--- src/flash_prot_pkg.sv ---
/*
 * constants, types and helpers shared by the flash protection block.
 * assumes a 125 mhz system clock and a 32-bit apb register bus.
 */
package flash_prot_pkg;

    localparam int NUM_BLOCKS = 10;
    localparam int BLOCK_W = 4;

    // register byte offsets
    localparam logic [11:0] SEC_REG_OFS = 12'h010;
    localparam logic [11:0] STAT_REG_OFS = 12'h020;

    // field positions
    localparam int SEC_BIT_POS = 0;
    localparam int READY_BIT_POS = 0;
    localparam int PROT_LSB = 16;

    // reset values
    localparam logic SEC_RESET = 1'b1;
    localparam logic [NUM_BLOCKS-1:0] PROT_RESET = 10'h000;

    // keyed rewrite of the security bit
    localparam logic [31:0] UNLOCK_KEY = 32'ha74a9d23;
    localparam logic [3:0] FULL_STRB = 4'hf;
    localparam int UNLOCK_WINDOW_CLKS = 16;
    localparam int WIN_W = 5;

    // timing
    localparam int CLK_MHZ = 125;
    localparam int RESET_HOLD_US = 500;
    localparam int READ_DELAY_US = 2000;
    localparam int READ_DELAY_CLKS = READ_DELAY_US * CLK_MHZ;
    localparam int RD_W = 18;

    typedef enum logic [2:0]
    {
        OP_NONE,
        OP_PROG,
        OP_ERASE,
        OP_PROT_PROG,
        OP_PROT_ERASE
    } op_t;

    typedef enum logic [1:0]
    {
        MODE_SINGLE_CHIP,
        MODE_SINGLE_BOOT,
        MODE_WRITER,
        MODE_OTHER
    } mode_t;

    typedef struct packed
    {
        logic valid;
        op_t op;
        logic [BLOCK_W-1:0] block;
    } flash_cmd_t;

    typedef struct packed
    {
        logic done;
        logic fail;
    } op_result_t;

    // protection bits are erased per group: 0-3, 4-7, 8-9
    function automatic logic [NUM_BLOCKS-1:0] erase_group(
        input logic [BLOCK_W-1:0] blk);
        logic [NUM_BLOCKS-1:0] m;
        m = '0;
        if (blk < 4'h4)
            m = 10'h00f;
        else if (blk < 4'h8)
            m = 10'h0f0;
        else
            m = 10'h300;
        return m;
    endfunction

endpackage

--- src/flash_rom_protection_security.sv ---
/*
 * flash rom protection and security control with an apb slave.
 * assumes the command sequencer shares clk and drives cmd and result
 * synchronously; the mode strap comes from pins and is synchronised.
 */
// What this block does
// ten read-only block protection status bits
// refuse programming of protected blocks
// ready flag low during automatic operation
// ready flag high after successful completion
// ready flag stays low after failure
// reset returns ready flag to one
// host issues commands only when ready
// busy command locks input until reset
// security bit is one after reset
// unlock key write arms security rewrite
// data write accepted within 16 clocks
// both writes must be full words
// protection programmed one block per command
// host clears security bit before erasing
// secure erase attempt clears all bits
// protection commands in three modes only
// security active when bit and all protected
// security blocks the debug path
// security ignores flash command writes
// stray write or timeout discards unlock
// unused register bits read zero
`timescale 1ns/1ns
module flash_rom_protection_security
    import flash_prot_pkg::*;
#(
    parameter int READ_DELAY = READ_DELAY_CLKS
)
(
    input wire logic clk,
    input wire logic rst_n,
    input wire logic psel,
    input wire logic penable,
    input wire logic pwrite,
    input wire logic [11:0] paddr,
    input wire logic [31:0] pwdata,
    input wire logic [3:0] pstrb,
    output logic [31:0] prdata,
    output logic pready,
    output logic pslverr,
    input wire flash_prot_pkg::flash_cmd_t cmd,
    input wire flash_prot_pkg::op_result_t result,
    input wire logic [1:0] mode_pins,
    output logic cmd_accept,
    output logic cmd_refused,
    output logic auto_op_ready_flag,
    output logic security_active,
    output logic debug_block,
    output logic flash_read_enable
);
    import flash_prot_pkg::*;

    typedef enum logic [1:0]
    {
        ST_READY,
        ST_BUSY,
        ST_FAILED,
        ST_LOCKED
    } op_state_t;

    localparam logic [RD_W-1:0] RD_PRESET = RD_W'(READ_DELAY);
    localparam logic [WIN_W-1:0] WIN_LOAD = WIN_W'(UNLOCK_WINDOW_CLKS);

    op_state_t state_reg;
    op_state_t state_next;
    logic security_enable_bit_reg;
    logic security_enable_bit_next;
    logic [31:0] prdata_reg;
    logic [31:0] prdata_next;
    logic [1:0] mode_meta_reg;
    logic [1:0] mode_sync_reg;
    mode_t mode;
    logic [NUM_BLOCKS-1:0] prot;
    logic [WIN_W-1:0] win_count;
    logic win_armed;
    logic win_load;
    logic win_clear;
    logic rd_waiting;
    logic setup;
    logic wr_done;
    logic sec_hit;
    logic stat_hit;
    logic full_word;
    logic sec_wr_ok;
    logic refuse;
    logic prot_prog_en;
    logic prot_erase_en;
    logic [31:0] flash_status_protection_reg;
    logic [31:0] security_enable_reg;

    // mode strap from pins: two flops before use
    always_ff @(posedge clk or negedge rst_n)
    begin
        if (!rst_n)
        begin
            mode_meta_reg <= 2'h0;
            mode_sync_reg <= 2'h0;
        end
        else
        begin
            mode_meta_reg <= mode_pins;
            mode_sync_reg <= mode_meta_reg;
        end
    end

    assign mode = mode_t'(mode_sync_reg);

    // flash reads stay off for a while after reset
    down_timer #(
        .WIDTH(RD_W),
        .RESET_COUNT(RD_PRESET)
    ) read_delay_timer (
        .clk(clk),
        .rst_n(rst_n),
        .load(1'b0),
        .clear(1'b0),
        .load_value(RD_PRESET),
        .count(),
        .running(rd_waiting)
    );

    assign flash_read_enable = !rd_waiting;

    // security condition
    assign security_active = security_enable_bit_reg && (&prot);
    // debug path blocked
    assign debug_block = security_active;

    // command screening
    always_comb
    begin
        refuse = 1'b0;
        // secure device ignores every command except protection erase
        if (security_active && cmd.op != OP_PROT_ERASE)
            refuse = 1'b1;
        // protected block untouched
        if ((cmd.op == OP_PROG || cmd.op == OP_ERASE) && prot[cmd.block])
            refuse = 1'b1;
        // protection commands by mode
        if ((cmd.op == OP_PROT_PROG || cmd.op == OP_PROT_ERASE)
            && mode == MODE_OTHER)
            refuse = 1'b1;
        if (cmd.block >= BLOCK_W'(NUM_BLOCKS) || cmd.op == OP_NONE)
            refuse = 1'b1;
        if (state_reg != ST_READY || rd_waiting)
            refuse = 1'b1;
    end

    assign cmd_accept = cmd.valid && !refuse;
    assign cmd_refused = cmd.valid && refuse;

    // one block per program command
    assign prot_prog_en = cmd_accept && cmd.op == OP_PROT_PROG;
    assign prot_erase_en = cmd_accept && cmd.op == OP_PROT_ERASE;

    // erase while secure wipes every bit
    prot_bits protection (
        .clk(clk),
        .rst_n(rst_n),
        .prog_en(prot_prog_en),
        .erase_en(prot_erase_en),
        .erase_all(security_active),
        .block(cmd.block),
        .prot(prot)
    );

    // automatic operation state
    always_comb
    begin
        state_next = state_reg;
        case (state_reg)
            ST_READY:
            begin
                // busy from acceptance
                if (cmd_accept)
                    state_next = ST_BUSY;
            end
            ST_BUSY:
            begin
                // command while busy jams the input
                if (cmd.valid)
                    state_next = ST_LOCKED;
                // failure keeps the flag low
                else if (result.fail)
                    state_next = ST_FAILED;
                // success returns to ready
                else if (result.done)
                    state_next = ST_READY;
            end
            ST_FAILED:
            begin
                if (cmd.valid)
                    state_next = ST_LOCKED;
            end
            ST_LOCKED:
                state_next = ST_LOCKED;
            default:
                state_next = ST_READY;
        endcase
    end

    // only reset returns failed or locked states to ready
    always_ff @(posedge clk or negedge rst_n)
    begin
        if (!rst_n)
            state_reg <= ST_READY;
        else
            state_reg <= state_next;
    end

    assign auto_op_ready_flag = (state_reg == ST_READY);

    // apb decode; zero wait states, reads captured in setup
    assign setup = psel && !penable;
    assign wr_done = psel && penable && pwrite;
    assign sec_hit = (paddr == SEC_REG_OFS);
    assign stat_hit = (paddr == STAT_REG_OFS);
    // only full-word transfers count
    assign full_word = (pstrb == FULL_STRB);
    assign pready = 1'b1;
    assign pslverr = psel && penable && !sec_hit && !stat_hit;

    // data accepted while the window runs
    assign sec_wr_ok = wr_done && sec_hit && full_word && win_armed;
    // key recognised outside the window
    assign win_load = wr_done && sec_hit && full_word && !win_armed
        && pwdata == UNLOCK_KEY;
    // any other write drops the armed state
    assign win_clear = wr_done && win_armed;

    down_timer #(
        .WIDTH(WIN_W),
        .RESET_COUNT('0)
    ) unlock_window (
        .clk(clk),
        .rst_n(rst_n),
        .load(win_load),
        .clear(win_clear),
        .load_value(WIN_LOAD),
        .count(win_count),
        .running(win_armed)
    );

    // unused positions are zero
    always_comb
    begin
        flash_status_protection_reg = '0;
        // protection status field
        flash_status_protection_reg[PROT_LSB +: NUM_BLOCKS] = prot;
        flash_status_protection_reg[READY_BIT_POS] = auto_op_ready_flag;
        security_enable_reg = '0;
        security_enable_reg[SEC_BIT_POS] = security_enable_bit_reg;
    end

    always_comb
    begin
        security_enable_bit_next = security_enable_bit_reg;
        if (sec_wr_ok)
            security_enable_bit_next = pwdata[SEC_BIT_POS];
        prdata_next = prdata_reg;
        if (setup && !pwrite)
        begin
            if (sec_hit)
                prdata_next = security_enable_reg;
            else if (stat_hit)
                prdata_next = flash_status_protection_reg;
            else
                prdata_next = '0;
        end
    end

    // security bit set by reset
    always_ff @(posedge clk or negedge rst_n)
    begin
        if (!rst_n)
        begin
            security_enable_bit_reg <= SEC_RESET;
            prdata_reg <= '0;
        end
        else
        begin
            security_enable_bit_reg <= security_enable_bit_next;
            prdata_reg <= prdata_next;
        end
    end

    assign prdata = prdata_reg;
endmodule

--- src/down_timer.sv ---
/*
 * loadable down counter with a reset preset.
 * assumes load and clear come from logic on the same clock.
 */
`timescale 1ns/1ns
module down_timer #(
    parameter int WIDTH = 5,
    parameter logic [WIDTH-1:0] RESET_COUNT = '0
)
(
    input wire logic clk,
    input wire logic rst_n,
    input wire logic load,
    input wire logic clear,
    input wire logic [WIDTH-1:0] load_value,
    output logic [WIDTH-1:0] count,
    output logic running
);
    logic [WIDTH-1:0] count_reg;
    logic [WIDTH-1:0] count_next;

    always_comb
    begin
        count_next = count_reg;
        if (clear)
            count_next = '0;
        else if (load)
            count_next = load_value;
        else if (count_reg != '0)
            count_next = count_reg - 1'b1;
    end

    always_ff @(posedge clk or negedge rst_n)
    begin
        if (!rst_n)
            count_reg <= RESET_COUNT;
        else
            count_reg <= count_next;
    end

    assign count = count_reg;
    assign running = (count_reg != '0);
endmodule

--- src/prot_bits.sv ---
/*
 * per-block write/erase protection bit store.
 * assumes at most one of program or erase is asserted per cycle.
 */
`timescale 1ns/1ns
module prot_bits
    import flash_prot_pkg::*;
(
    input wire logic clk,
    input wire logic rst_n,
    input wire logic prog_en,
    input wire logic erase_en,
    input wire logic erase_all,
    input wire logic [flash_prot_pkg::BLOCK_W-1:0] block,
    output logic [flash_prot_pkg::NUM_BLOCKS-1:0] prot
);
    logic [NUM_BLOCKS-1:0] prot_reg;
    logic [NUM_BLOCKS-1:0] prot_next;

    always_comb
    begin
        prot_next = prot_reg;
        if (prog_en)
            prot_next[block] = 1'b1;
        else if (erase_en && erase_all)
            prot_next = '0;
        else if (erase_en)
            prot_next = prot_reg & ~erase_group(block);
    end

    // models non-volatile cells; reset value stands for the stored state
    always_ff @(posedge clk or negedge rst_n)
    begin
        if (!rst_n)
            prot_reg <= PROT_RESET;
        else
            prot_reg <= prot_next;
    end

    assign prot = prot_reg;
endmodule

--- config.mk ---
export PLATFORM = sky130hd
export DESIGN_NAME = flash_rom_protection_security
export DESIGN_NICKNAME = d
export VERILOG_FILES = /design/src/flash_prot_pkg.sv /design/src/flash_rom_protection_security.sv /design/src/down_timer.sv /design/src/prot_bits.sv
export SDC_FILE = /design/constraint.sdc
export NUM_CORES = 1
export LEC_CHECK = 0
export BUFFER_PORTS_ARGS = -buffer_cell sky130_fd_sc_hd__buf_2
export CAP_MARGIN = 20
export CORE_UTILIZATION = 35
export CTS_BUF_LIST = sky130_fd_sc_hd__clkbuf_8
export CTS_CLUSTER_DIAMETER = 60
export DETAILED_ROUTE_END_ITERATION = 8
export GPL_TIMING_DRIVEN = 0
export PLACE_DENSITY = 0.71
export SYNTH_ARGS = -nofsm -noshare
export SYNTH_HDL_FRONTEND = slang
export SYNTH_SLANG_ARGS = --single-unit
--- constraint.sdc ---
create_clock -name clk -period 4 [get_ports clk]
set_input_delay 0.4 -clock clk [delete_from_list [all_inputs] [get_ports clk]]
set_output_delay 0.4 -clock clk [all_outputs]
set_load 0.01 [all_outputs]
==> impl_metrics.yaml <==
pwr:
  p_leak_nw: 1.81
  pwr_density_cell_nw_per_um2: 325
  pwr-share-comb: 0.157
  p_clk_frac: 0.359
  seq_power_share: 0.485
  p_int_uw: 881
  netSwitchingFraction: 0.247
  peakVddDrop_mv: 0.146
  power_switching_uw: 289
critical_path:
  end_kind: "output port"
  critPathLaunchType: "register"
  worst-path-max-fanout: 10
  crit_required_ps: 3600
  arrival_ps: 2850
  critPathKind: "register to output port"
synth:
  synth_seq_cells: 51
  synth_cell_type_count: 52
  synth_edf_count: 0
  postSynthCellCount: 283
  netlist_area_um2: 2830
  ys_warn_count: 0
  ys_seq_area_frac: 0.455
  ys_async_sr_fraction: 1.00
  synth_ff_type: "dfrtp_1"
  syn_area_per_cell_um2: 9.99
routing:
  wl_mm: 6.54
  drc: 0
  first_pass_iters: 4
  routed_via_density: 4.92
  vias: 2443
  ant_nets: 0
  drt-initial-drc-count: 148
  avgRoutedWirePerCell_um: 13.2
global_route:
  grtUsageTotal: 0.163
  antenna_found_initial: 0
  grt_pass1_vias: 2339
  grt_pass1_wl_mm: 11.2
  grt_max_degree: 30
  grt_overflow: 0
clocking:
  cts_setup_buffers: 0
  htreeDepth: 2
  cts_hold_buf: 0
  clkLatencyLatePin_ps: 300
  cts.sinks: 51
  cts_resized: 0
  cts_buffers: 5
  cts_tree: "built"
  clockBufferDepth: 2
  cts_root_buf: "clkbuf_8"
  cts.clk_slew.worst_paths_ps: 90
finish:
  layout.nets: 462
  drive_gt1_frac: 0.354
  largest_register_ffs: 18
  finalCoreUtilization: 0.464
  num_antenna_cells: 0
  area_growth_pct: 27.5
  fin_cells: 497
floorplanning:
  dieHeight_um: 91.9
  boundaryPins: 105
  die_x_um: 91.9
  num_rows: 32
  initial_core_util: 0.364
  coreArea_um2: 7770
  dieArea_um2: 8440
sta:
  setup_ws_ps: 750
  rsz0062_at_grt: "false"
  tightest_slew_ps: 1020
  relSlewSlack: 0.317
  fin_skew_ps: 4.62
  setup_tns_ps: 0
  period_needed_ps: 3250
  slew_violations: 0
  finalSetupViolations: 0
  whs_ps: 59.1
  fmax_mhz: 308
  finalCritPeriodShare: 0.813
  hold_violations: 0
run_status:
  status: "complete, no violations"
place:
  dp_hpwl_mm: 5.16
  gp_congestion: 0.777
  dp_slack_ps: 1100
  io_buffer_count: 81
  placed_cells: 488
run:
  maxCapViolations: 0
min_path:
  hold_class: "input port to asynchronous set/reset pin"
[worst max-delay path: stages, from the launching register on]
cell and delay (ps):
dfrtp_1 420, or3_2 550, or4_1 540, buf_2 190
nor4b_4 280, nand4_4 220, and2_1 220, buf_2 130
[metal layers]
metal | global-route usage | wire, um | vias to the layer above
met2 | 0.261 | 3140 | 72
li1 | - | - | 1212
met5 | 0 | 0 | -
met3 | 0.0307 | 297 | 4
met4 | 0.0417 | 48 | 0
met1 | 0.227 | 3060 | 1155
[power groups by stage]
stage,combinational (mW),sequential [mW],clock (mW)
2_1_floorplan,0.119,0.571,0
3_3_place_gp,0.175,0.575,0
3_5_place_dp,0.185,0.578,0
4_1_cts,0.185,0.568,0.431
5_1_grt,0.212,0.572,0.450
6_report,0.183,0.567,0.420
[cell usage in the layout (no fill, tap or decap), types with 9 or more instances in the layout]
master,instances
buf_4,23
nor4_1,9
buf_2,83
nand4_1,11
nand3_1,10
a22o_1,10
dfrtp_1,43
nor2_1,26
conb_1,22
nand2_1,15
o21ai_0,20
[kinds of logic after synthesis]
logic type               Yosys count  share of synthesized area
flip-flops                        51                      0.455
multiplexers                       6                     0.0314
adder cells (fa/ha/maj)            3                     0.0133
other                              2                    0.00266
XOR/XNOR                          14                     0.0434
AO/OA/AOI/OAI                     52                      0.124
AND/OR/NAND/NOR                  119                      0.251
buffers and inverters             36                     0.0788
[cell type report]
| cell class | count | area (um^2) |
|---|---|---|
| tap | 102 | 128 |
| sequential | 51 | 1290 |
| clock buffer | 5 | 68.8 |
| multi-input combinational | 216 | 1390 |
| timing repair buffer | 84 | 438 |
| buffer | 28 | 193 |
| inverter | 8 | 30.0 |
| fill | 753 | 4160 |
| clock inverter | 3 | 67.6 |
[metrics by stage]
step | total power, mW | area (um^2)
global placement | 0.749 | 3440
detailed placement | 0.762 | 3460
CTS | 1.18 | 3600
floorplan | 0.690 | 2900
global route | 1.23 | 3600
finish | 1.17 | 3600
[cells in the mapped netlist (3+ instances only)]
library cell,number,share of area
a21oi_1,3,0.0053
a22o_1,10,0.031
and2_1,4,0.0088
and4b_1,3,0.011
buf_4,23,0.061
clkbuf_1,4,0.0053
dfrtp_1,43,0.38
dfstp_2,8,0.074
ha_1,3,0.013
inv_1,8,0.011
mux2_2,3,0.012
nand2_1,15,0.020
nand2b_1,4,0.0088
nand3_1,10,0.018
nand4_1,11,0.024
nand4b_1,4,0.012
nor2_1,26,0.035
nor2b_1,3,0.0066
nor3_1,7,0.012
nor4_1,9,0.020
nor4b_1,3,0.0093
o21ai_0,20,0.035
o21ai_1,8,0.014
or2_2,3,0.0066
or4_1,3,0.0080
xnor2_1,7,0.022
xor2_1,7,0.022
[path summary, 6_finish.rpt]
check	end	start	cells past startpoint	slack (ps)
setup / recovery	cmd_refused	read_delay_timer.count[5]$_DFFE_PN0P_	7	750
hold / removal	prdata[23]$_DFFE_PN0P_	rst_n	1	60
setup reg to reg	read_delay_timer.count[13]$_DFFE_PN0P_	read_delay_timer.count[5]$_DFFE_PN0P_	6	1500
hold reg to reg	mode[1]$_DFF_PN0_	mode_meta_reg[1]$_DFF_PN0_	0	360
max in group asynchronous	read_delay_timer.count[15]$_DFFE_PN1P_	rst_n	2	3340
min in group clk	mode_meta_reg[0]$_DFF_PN0_	mode_pins[0]	1	200
Note: power is estimated with default switching activity, not from simulation.
